### src/adc_conv_defs.svh
// Constants for the conversion control block
//
// Contract
// - Eight-, ten- or twelve-bit results, twenty-four external input channels
// - Channel select also reaches ground, supply, temperature, bandgap
// - Clock from bus, external or internal, then divider
// - Short or long sampling; low-power slower setting
// - Counter trigger pulse starts conversion, even in stop
// - Software trigger: control write starts the chosen channel
// - Compare mode flags only when relation holds
// - Completion sets done flag and loads result
// - Configuration 0x44: bus clock, 12-bit, short, div4
// - Pin control bit disables digital pin function
`ifndef ADC_CONV_DEFS_SVH
`define ADC_CONV_DEFS_SVH

`define ADC_CFG_LP        7
`define ADC_CFG_DIV_HI    6
`define ADC_CFG_DIV_LO    5
`define ADC_CFG_LONG      4
`define ADC_CFG_MODE_HI   3
`define ADC_CFG_MODE_LO   2
`define ADC_CFG_CLK_HI    1
`define ADC_CFG_CLK_LO    0

`define ADC_SC1_AIEN      6
`define ADC_SC1_CONT      5
`define ADC_SC1_CH_HI     4
`define ADC_SC1_CH_LO     0

`define ADC_SC2_HWTRG     6
`define ADC_SC2_CMPEN     5
`define ADC_SC2_CMPGE     4

`define ADC_CLK_BUS       2'h0
`define ADC_CLK_BUS_HALF  2'h1
`define ADC_CLK_EXT       2'h2
`define ADC_CLK_INT       2'h3

`define ADC_MODE_8        2'h0
`define ADC_MODE_12       2'h1
`define ADC_MODE_10       2'h2
`define ADC_BITS_8        4'h8
`define ADC_BITS_10       4'ha
`define ADC_BITS_12       4'hc

`define ADC_CH_LAST_EXT   5'h17
`define ADC_CH_TEMP       5'h1a
`define ADC_CH_BANDGAP    5'h1b
`define ADC_CH_SUPPLY     5'h1d
`define ADC_CH_GROUND     5'h1e
`define ADC_CH_OFF        5'h1f

`define ADC_SHORT_SAMPLE  5'h04
`define ADC_LONG_SAMPLE   5'h18

`define ADC_CFG_EXAMPLE   8'h44
`define ADC_SC2_CMP_GE_SW 8'h30
`define ADC_SC2_PLAIN_SW  8'h00

`endif

### src/adc_conv_pkg.sv
// Types for the conversion control block
package adc_conv_pkg;

    typedef enum logic [0:0] {CTL_IDLE, CTL_CONVERT} ctl_phase_t;

    typedef enum logic [1:0] {SEQ_IDLE, SEQ_SAMPLE, SEQ_TRIAL} seq_phase_t;

    typedef struct packed {
        ctl_phase_t  phase;
        logic [4:0]  chan;
        logic        aien;
        logic        cont;
        logic        done;
        logic [11:0] result;
        logic        irq;
        logic [23:0] ddis;
        logic [3:0]  div_cnt;
        logic        half;
        logic        ext_prev;
        logic        int_prev;
        logic        tick;
        logic        start;
    } ctl_state_t;

    typedef struct packed {
        seq_phase_t  phase;
        logic [4:0]  cnt;
        logic [3:0]  bitp;
        logic [11:0] code;
        logic        done;
        logic [11:0] result;
        logic        sampling;
    } seq_state_t;

endpackage

### src/adc_sar_sequencer.sv
// Sample and successive approximation sequencer
`timescale 1ns/100ps
`default_nettype none
`include "adc_conv_defs.svh"
module adc_sar_sequencer
(
    input  wire logic        mclk_i,
    input  wire logic        rst_i,
    input  wire logic        tick_i,
    input  wire logic        start_i,
    input  wire logic        long_i,
    input  wire logic [3:0]  nbits_i,
    input  wire logic        cmp_hi_i,
    output logic             sampling_o,
    output logic [11:0]      trial_code_o,
    output logic             done_o,
    output logic [11:0]      result_o
);
    adc_conv_pkg::seq_state_t s_reg;
    adc_conv_pkg::seq_state_t s_next;
    logic [4:0]               samp_last;

    always_comb
    begin
        s_next      = s_reg;
        s_next.done = 1'b0;
        samp_last   = long_i ? `ADC_LONG_SAMPLE - 5'h01 : `ADC_SHORT_SAMPLE - 5'h01;
        if (start_i)
        begin
            s_next.phase = adc_conv_pkg::SEQ_SAMPLE;
            s_next.cnt   = 5'h00;
        end
        else if (tick_i)
        begin
            case (s_reg.phase)
                adc_conv_pkg::SEQ_SAMPLE:
                begin
                    if (s_reg.cnt == samp_last)
                    begin
                        s_next.phase = adc_conv_pkg::SEQ_TRIAL;
                        s_next.bitp  = nbits_i - 4'h1;
                        s_next.code  = 12'h001 << (nbits_i - 4'h1);
                    end
                    else
                    begin
                        s_next.cnt = s_reg.cnt + 5'h01;
                    end
                end
                adc_conv_pkg::SEQ_TRIAL:
                begin
                    if (!cmp_hi_i)
                    begin
                        s_next.code[s_reg.bitp] = 1'b0;
                    end
                    if (s_reg.bitp == 4'h0)
                    begin
                        s_next.phase  = adc_conv_pkg::SEQ_IDLE;
                        s_next.done   = 1'b1;
                        s_next.result = s_next.code;
                    end
                    else
                    begin
                        s_next.bitp                   = s_reg.bitp - 4'h1;
                        s_next.code[s_reg.bitp - 4'h1] = 1'b1;
                    end
                end
                default:
                begin
                    s_next.phase = adc_conv_pkg::SEQ_IDLE;
                end
            endcase
        end
        s_next.sampling = s_next.phase == adc_conv_pkg::SEQ_SAMPLE;
    end

    always_ff @(posedge mclk_i or posedge rst_i)
    begin
        if (rst_i)
        begin
            s_reg <= '0;
        end
        else
        begin
            s_reg <= s_next;
        end
    end

    assign sampling_o   = s_reg.sampling;
    assign trial_code_o = s_reg.code;
    assign done_o       = s_reg.done;
    assign result_o     = s_reg.result;

    long_sample_a: assert property (@(posedge mclk_i) disable iff (rst_i)
        $rose(sampling_o) && long_i |-> sampling_o [*8])
        else $error("Long sampling ended too early");
endmodule
`default_nettype wire

### src/adc_conversion_control.sv
// Conversion control: triggers, clocking, compare, result and flag
`timescale 1ns/100ps
`default_nettype none
`include "adc_conv_defs.svh"
module adc_conversion_control
(
    input  wire logic        mclk_i,
    input  wire logic        rst_i,
    input  wire logic [7:0]  converter_config_reg_i,
    input  wire logic        conv_control_one_wr_i,
    input  wire logic [7:0]  conv_control_one_i,
    input  wire logic [7:0]  conv_control_two_i,
    input  wire logic [11:0] compare_value_reg_i,
    input  wire logic [23:0] pin_analog_control_i,
    input  wire logic        result_read_i,
    input  wire logic        rtc_trigger_i,
    input  wire logic        ext_ref_clk_i,
    input  wire logic        int_async_clk_i,
    input  wire logic        analog_cmp_hi_i,
    output logic             conversion_done_flag_o,
    output logic [11:0]      conversion_result_reg_o,
    output logic             conv_irq_o,
    output logic [4:0]       channel_route_o,
    output logic [23:0]      pin0_analog_select_o,
    output logic             sampling_o,
    output logic [11:0]      trial_code_o
);
    adc_conv_pkg::ctl_state_t s_reg;
    adc_conv_pkg::ctl_state_t s_next;
    logic                     seq_done;
    logic [11:0]              seq_result;
    logic [3:0]               nbits;
    logic [4:0]               div_last;
    logic [2:0]               div_shift;
    logic                     src_edge;
    logic                     hw_trig;
    logic                     cmp_met;
    logic                     wr_go;

    function automatic logic chan_valid(input logic [4:0] ch);
        chan_valid = ch != `ADC_CH_OFF;
    endfunction

    assign hw_trig = conv_control_two_i[`ADC_SC2_HWTRG];
    assign wr_go   = conv_control_one_wr_i && chan_valid(conv_control_one_i[`ADC_SC1_CH_HI:`ADC_SC1_CH_LO]);

    always_comb
    begin
        case (converter_config_reg_i[`ADC_CFG_MODE_HI:`ADC_CFG_MODE_LO])
            `ADC_MODE_8:  nbits = `ADC_BITS_8;
            `ADC_MODE_10: nbits = `ADC_BITS_10;
            default:      nbits = `ADC_BITS_12;
        endcase
    end

    always_comb
    begin
        s_next          = s_reg;
        s_next.tick     = 1'b0;
        s_next.start    = 1'b0;
        s_next.half     = ~s_reg.half;
        s_next.ext_prev = ext_ref_clk_i;
        s_next.int_prev = int_async_clk_i;
        case (converter_config_reg_i[`ADC_CFG_CLK_HI:`ADC_CFG_CLK_LO])
            `ADC_CLK_BUS:      src_edge = 1'b1;
            `ADC_CLK_BUS_HALF: src_edge = s_reg.half;
            `ADC_CLK_EXT:      src_edge = ext_ref_clk_i && !s_reg.ext_prev;
            default:           src_edge = int_async_clk_i && !s_reg.int_prev;
        endcase
        // Low power doubles the divide for a slower conversion rate
        div_shift = {1'b0, converter_config_reg_i[`ADC_CFG_DIV_HI:`ADC_CFG_DIV_LO]}
                    + {2'h0, converter_config_reg_i[`ADC_CFG_LP]};
        div_last  = (5'h01 << div_shift) - 5'h01;
        if (src_edge)
        begin
            if ({1'b0, s_reg.div_cnt} >= div_last[4:0] || div_last[4])
            begin
                s_next.div_cnt = 4'h0;
                s_next.tick    = ({1'b0, s_reg.div_cnt} == div_last) || !div_last[4];
                if (div_last[4] && s_reg.div_cnt != 4'hf)
                begin
                    s_next.div_cnt = s_reg.div_cnt + 4'h1;
                    s_next.tick    = 1'b0;
                end
            end
            else
            begin
                s_next.div_cnt = s_reg.div_cnt + 4'h1;
            end
        end
        if (conv_control_two_i[`ADC_SC2_CMPGE])
        begin
            cmp_met = seq_result >= compare_value_reg_i;
        end
        else
        begin
            cmp_met = seq_result < compare_value_reg_i;
        end
        if (result_read_i)
        begin
            s_next.done = 1'b0;
        end
        if (conv_control_one_wr_i)
        begin
            s_next.chan  = conv_control_one_i[`ADC_SC1_CH_HI:`ADC_SC1_CH_LO];
            s_next.aien  = conv_control_one_i[`ADC_SC1_AIEN];
            s_next.cont  = conv_control_one_i[`ADC_SC1_CONT];
            s_next.done  = 1'b0;
            s_next.phase = adc_conv_pkg::CTL_IDLE;
            if (wr_go && !hw_trig)
            begin
                s_next.phase = adc_conv_pkg::CTL_CONVERT;
                s_next.start = 1'b1;
            end
        end
        else
        begin
            if (hw_trig && rtc_trigger_i && chan_valid(s_reg.chan)
                && s_reg.phase == adc_conv_pkg::CTL_IDLE)
            begin
                s_next.phase = adc_conv_pkg::CTL_CONVERT;
                s_next.start = 1'b1;
            end
            if (seq_done && s_reg.phase == adc_conv_pkg::CTL_CONVERT)
            begin
                if (!conv_control_two_i[`ADC_SC2_CMPEN] || cmp_met)
                begin
                    s_next.done   = 1'b1;
                    s_next.result = seq_result;
                end
                if (s_reg.cont && !hw_trig)
                begin
                    s_next.start = 1'b1;
                end
                else
                begin
                    s_next.phase = adc_conv_pkg::CTL_IDLE;
                end
            end
        end
        s_next.irq  = s_next.done && s_next.aien;
        s_next.ddis = pin_analog_control_i;
    end

    always_ff @(posedge mclk_i or posedge rst_i)
    begin
        if (rst_i)
        begin
            s_reg      <= '0;
            s_reg.chan <= `ADC_CH_OFF;
        end
        else
        begin
            s_reg <= s_next;
        end
    end

    adc_sar_sequencer u_seq
    (
        .mclk_i       (mclk_i),
        .rst_i        (rst_i),
        .tick_i       (s_reg.tick),
        .start_i      (s_reg.start),
        .long_i       (converter_config_reg_i[`ADC_CFG_LONG]),
        .nbits_i      (nbits),
        .cmp_hi_i     (analog_cmp_hi_i),
        .sampling_o   (sampling_o),
        .trial_code_o (trial_code_o),
        .done_o       (seq_done),
        .result_o     (seq_result)
    );

    assign conversion_done_flag_o  = s_reg.done;
    assign conversion_result_reg_o = s_reg.result;
    assign conv_irq_o              = s_reg.irq;
    assign channel_route_o         = s_reg.chan;
    assign pin0_analog_select_o    = s_reg.ddis;

    write_clears_done_a: assert property (@(posedge mclk_i) disable iff (rst_i)
        conv_control_one_wr_i |=> !conversion_done_flag_o)
        else $error("Control write did not clear done flag");

    write_starts_a: assert property (@(posedge mclk_i) disable iff (rst_i)
        wr_go && !hw_trig |=> s_reg.start ##1 sampling_o)
        else $error("Software write did not start a conversion");

    rtc_trigger_a: assert property (@(posedge mclk_i) disable iff (rst_i)
        !conv_control_one_wr_i && hw_trig && rtc_trigger_i && chan_valid(s_reg.chan)
        && s_reg.phase == adc_conv_pkg::CTL_IDLE |=> s_reg.start)
        else $error("Counter trigger did not start a conversion");

    compare_miss_a: assert property (@(posedge mclk_i) disable iff (rst_i)
        seq_done && !conv_control_one_wr_i && !result_read_i && conv_control_two_i == `ADC_SC2_CMP_GE_SW
        && seq_result < compare_value_reg_i |=> $stable(conversion_result_reg_o)
        && conversion_done_flag_o == $past(conversion_done_flag_o))
        else $error("Compare miss changed the result");

    done_result_a: assert property (@(posedge mclk_i) disable iff (rst_i)
        seq_done && s_reg.phase == adc_conv_pkg::CTL_CONVERT && !conv_control_one_wr_i
        && conv_control_two_i == `ADC_SC2_PLAIN_SW |=> conversion_done_flag_o
        && conversion_result_reg_o == $past(seq_result))
        else $error("Completion did not load result and flag");

    pin_control_a: assert property (@(posedge mclk_i) disable iff (rst_i)
        ##1 pin0_analog_select_o == $past(pin_analog_control_i))
        else $error("Pin analog select does not follow control");

    route_a: assert property (@(posedge mclk_i) disable iff (rst_i)
        conv_control_one_wr_i |=> channel_route_o == $past(conv_control_one_i[`ADC_SC1_CH_HI:`ADC_SC1_CH_LO]))
        else $error("Channel route not taken from write");

    div_four_a: assert property (@(posedge mclk_i) disable iff (rst_i)
        s_reg.tick && converter_config_reg_i == `ADC_CFG_EXAMPLE && $stable(converter_config_reg_i)
        ##1 converter_config_reg_i == `ADC_CFG_EXAMPLE [*4] |-> !$past(s_reg.tick, 3)
        && !$past(s_reg.tick, 2) && !$past(s_reg.tick) && s_reg.tick)
        else $error("Bus clock divide by four not kept");

    cont_restart_a: assert property (@(posedge mclk_i) disable iff (rst_i)
        seq_done && s_reg.cont && !hw_trig && s_reg.phase == adc_conv_pkg::CTL_CONVERT
        && !conv_control_one_wr_i |=> s_reg.start)
        else $error("Continuous mode did not restart");

    irq_tie_a: assert property (@(posedge mclk_i) disable iff (rst_i)
        $rose(conv_irq_o) |-> $past(seq_done) && $past(s_reg.aien)
        && (!$past(conv_control_two_i[`ADC_SC2_CMPEN]) || $past(cmp_met)))
        else $error("Interrupt without a qualifying completion");

    single_conv_c: cover property (@(posedge mclk_i) disable iff (rst_i)
        wr_go ##[1:400] $rose(conversion_done_flag_o));
    compare_hit_c: cover property (@(posedge mclk_i) disable iff (rst_i)
        conv_control_two_i[`ADC_SC2_CMPEN] && $rose(conversion_done_flag_o));
    rtc_start_c: cover property (@(posedge mclk_i) disable iff (rst_i)
        hw_trig && s_reg.start);
    abort_c: cover property (@(posedge mclk_i) disable iff (rst_i)
        sampling_o && conv_control_one_wr_i);
endmodule
`default_nettype wire

### config.mk
export PLATFORM = sky130hd
export DESIGN_NAME = adc_conversion_control
export DESIGN_NICKNAME = d
export VERILOG_FILES = /design/src/adc_conv_pkg.sv /design/src/adc_sar_sequencer.sv /design/src/adc_conversion_control.sv
export VERILOG_INCLUDE_DIRS = /design/src
export SDC_FILE = /design/constraint.sdc
export NUM_CORES = 1
export LEC_CHECK = 0
export BUFFER_PORTS_ARGS = -buffer_cell sky130_fd_sc_hd__buf_2
export CAP_MARGIN = 20
export CORE_ASPECT_RATIO = 1.5
export CORE_MARGIN = 2
export CORE_UTILIZATION = 56
export CTS_BUF_LIST = sky130_fd_sc_hd__clkbuf_4
export DETAILED_ROUTE_END_ITERATION = 8
export GPL_TIMING_DRIVEN = 0
export PLACE_DENSITY = 0.95
export SYNTH_ARGS = -nofsm -noshare
export SYNTH_HDL_FRONTEND = slang
export SYNTH_HIERARCHICAL = 1
export SYNTH_SLANG_ARGS = --single-unit
### constraint.sdc
create_clock -name mclk_i -period 2.8 [get_ports mclk_i]
set_input_delay 0.14 -clock mclk_i [delete_from_list [all_inputs] [get_ports mclk_i]]
set_output_delay 0.14 -clock mclk_i [all_outputs]
set_load 0.005 [all_outputs]
==> metrics <==
Vias 4663; Die X-Extent 82.48 µm; Pwr Density 587.4 nW/µm²; num rows 43; RSZ-0062 raised after global routing false; Synth area leaders dfrtp_1 42%, buf_4 9.6%, ha_1 8.5%; Psw 1.415 mW; maximum clock frequency 368.8 MHz; Nets 791; fin. max-slew vios 0; die area 10040 µm²; Routed WL 15.34 mm; clk buf depth 2; clock power share 0.202; Sw Ratio 0.3719; largest net degree at the start of global routing 46; worst reg2reg endpoint conversion_result_reg_o[4]; synthesized area 5174 µm²; H-tree Lvls 3; Crit. End Element flop; Buffers on Ports 116; Post-CTS Setup Bufs 0; synth-to-layout area growth 25.20%; Post-synth EDFFs 0; Combinational Power Share 0.351; Post-Route Setup TNS 0 ns; Critical Path RT 3.16 ns; DR WL/cell 19.08 µm; clk_skew 0.01374 ns; Final Cycle Share 0.9683; #FFs+latches synth 92; First-pass DRT Iterations 5; reg-to-reg startpoint u_seq/result_o[3]; Leak 3.284 nW; Non-Filler Instances 804; Post-DRT Antenna Nets 0; Global Route Usage Sum 0.3186; ys async rst share 1.000; number of flip-flops in the largest register 24; Top FF cell, synth dfrtp_1; number of diodes 0; max_cap viols 0; Initial Utilization 0.5690; # IOs 124; hold crit path type input pin to async pin; min cycle time layout 2.711 ns; Min Hold Slack 0.1261 ns; endpoints failing hold 0; Seq/Total Area, Yosys 0.4462; Int Pwr 2.390 mW; # setup viols final 0; HPWL after DPL 9.809 mm; Tot Pwr 3.805 mW; TritonCTS clock tree yes; measured slew at the worst slew-check pin 0.7872 ns; gpl congestion 0.9808; Vias/cell 5.800; worst skew pair latency 0.47 ns; count leader, synth dfrtp_1; relative slew slack 0.4714; Seq pwr share 0.447; status complete, no violations; kind of critical path flop to flop; Max VDD drop 0.0004997 V; first-pass GRT wire length 23.85 mm; Worst Path Arrival 3.07 ns; clock transition at the registers of the reported paths 0.16 ns; syn avg cell area 10.01 µm²; Critical Path Start Type flop; Post-Place Cells 751; initial antenna violation count 0; Root Buffer clkbuf_4; initial drt markers 408; yosys warns 6; fin util 0.7124; Synth area leader dfrtp_1; Residual DRC 0; Cell variety after synth 60; Yosys top cell area share 0.4208; maximum fanout along the worst path 10; die height 121.7 µm; share of cells above drive strength 1 0.3584; clk sink count 92; vias in the first global route 4848; core outline area 9092 µm²; Synth Instances 517; R2R setup slack 0.09 ns; Worst Reg-to-Reg Cells 9; CTS Buf Count 9; global route overflow 0; Synth top cells by count 87 x dfrtp_1, 66 x buf_4, 52 x nand2_1
## per-layer routing
layer | track usage | vias to the layer above | wire, µm
met1 | 0.3209 | 2263 | 5325
li1 | - | 2072 | -
met5 | 0 | - | 0
met2 | 0.5534 | 241 | 8025
met4 | 0.2344 | 0 | 1128
met3 | 0.07259 | 87 | 861
## per-stage QoR
stage | worst slack [ns] | cell area, µm²
final | 0.08874 | 6477
after global routing | 0.006636 | 6477
after CTS | 0.1688 | 6477
after detailed placement | 0.004906 | 5957
after global placement | 0.1546 | 5909
after floorplan | 0.3810 | 5189
## worst max-delay path, cell delays in order, from the launching register on
cell,delay [ns]
dfrtp_1,0.41
buf_4,0.14
ha_1,0.33
a21oi_1,0.20
a311oi_1,0.14
a2111oi_2,0.43
mux2i_1,0.18
a21oi_2,0.21
buf_6,0.18
mux2_2,0.38
## area by class of cell
type | instances | area [µm²]
fillers | 619 | 2615
flip-flops and latches | 92 | 2308
multi-input cells | 314 | 2170
repair buffers | 156 | 1008
plain buffers | 84 | 594.3
well taps | 112 | 140.1
inverters | 31 | 116.4
clock inverters | 6 | 72.57
clock buffers | 9 | 67.56
## power by group through the flow
stage | sequential, mW | combinational [mW] | clock [mW]
after floorplan | 1.63 | 0.858 | 0
after global placement | 1.70 | 1.17 | 0
after detailed placement | 1.71 | 1.22 | 0
after CTS | 1.68 | 1.27 | 0.775
after global routing | 1.72 | 1.46 | 0.827
final | 1.70 | 1.33 | 0.769
## worst max path at each step
| stage | depth (start not counted) | slack [ns] | from | to |
|---|---|---|---|---|
| floorplan | 10 | 0.38 | converter_config_reg_i[5] | s_reg[8] |
| global placement | 11 | 0.15 | converter_config_reg_i[5] | s_reg[8] |
| detailed placement | 11 | 0.005 | converter_config_reg_i[5] | s_reg[8] |
| CTS | 9 | 0.17 | u_seq/result_o[7] | conversion_result_reg_o[6] |
| global route | 9 | 0.007 | u_seq/result_o[3] | conversion_result_reg_o[4] |
| finish | 9 | 0.09 | u_seq/result_o[3] | conversion_result_reg_o[4] |
## cells by family after synthesis
logic type	share of synthesized area
and+or+nand+nor	0.1313
DFF	0.4462
other	0.001452
adders and majority gates	0.08464
buffers and inverters	0.1374
muxes	0.04547
AOI/OAI and AO/OA	0.1468
xor gates and xnor gates	0.006773
## placed cells by master, fill, tap and decap left out, types with 6 or more instances in the layout
cell type,instances
o221ai_1,6
buf_2,122
clkbuf_1,8
clkbuf_4,9
nor3b_1,7
o21ai_0,26
dlygate4sd3_1,38
conb_1,6
a22oi_1,6
buf_4,66
inv_1,29
ha_1,35
a21oi_1,24
mux2_2,20
nand3_1,12
nor2_1,26
nand2b_1,10
nand2_1,52
dfrtp_1,87
## what timing repair did
action,in CTS,in global routing
endpoints found under the hold margin,103,0
gates resized for setup,0,1
endpoints found under the setup margin,0,11
hold buffers,38,0
No activity file was read; power rests on OpenSTA's default activity.
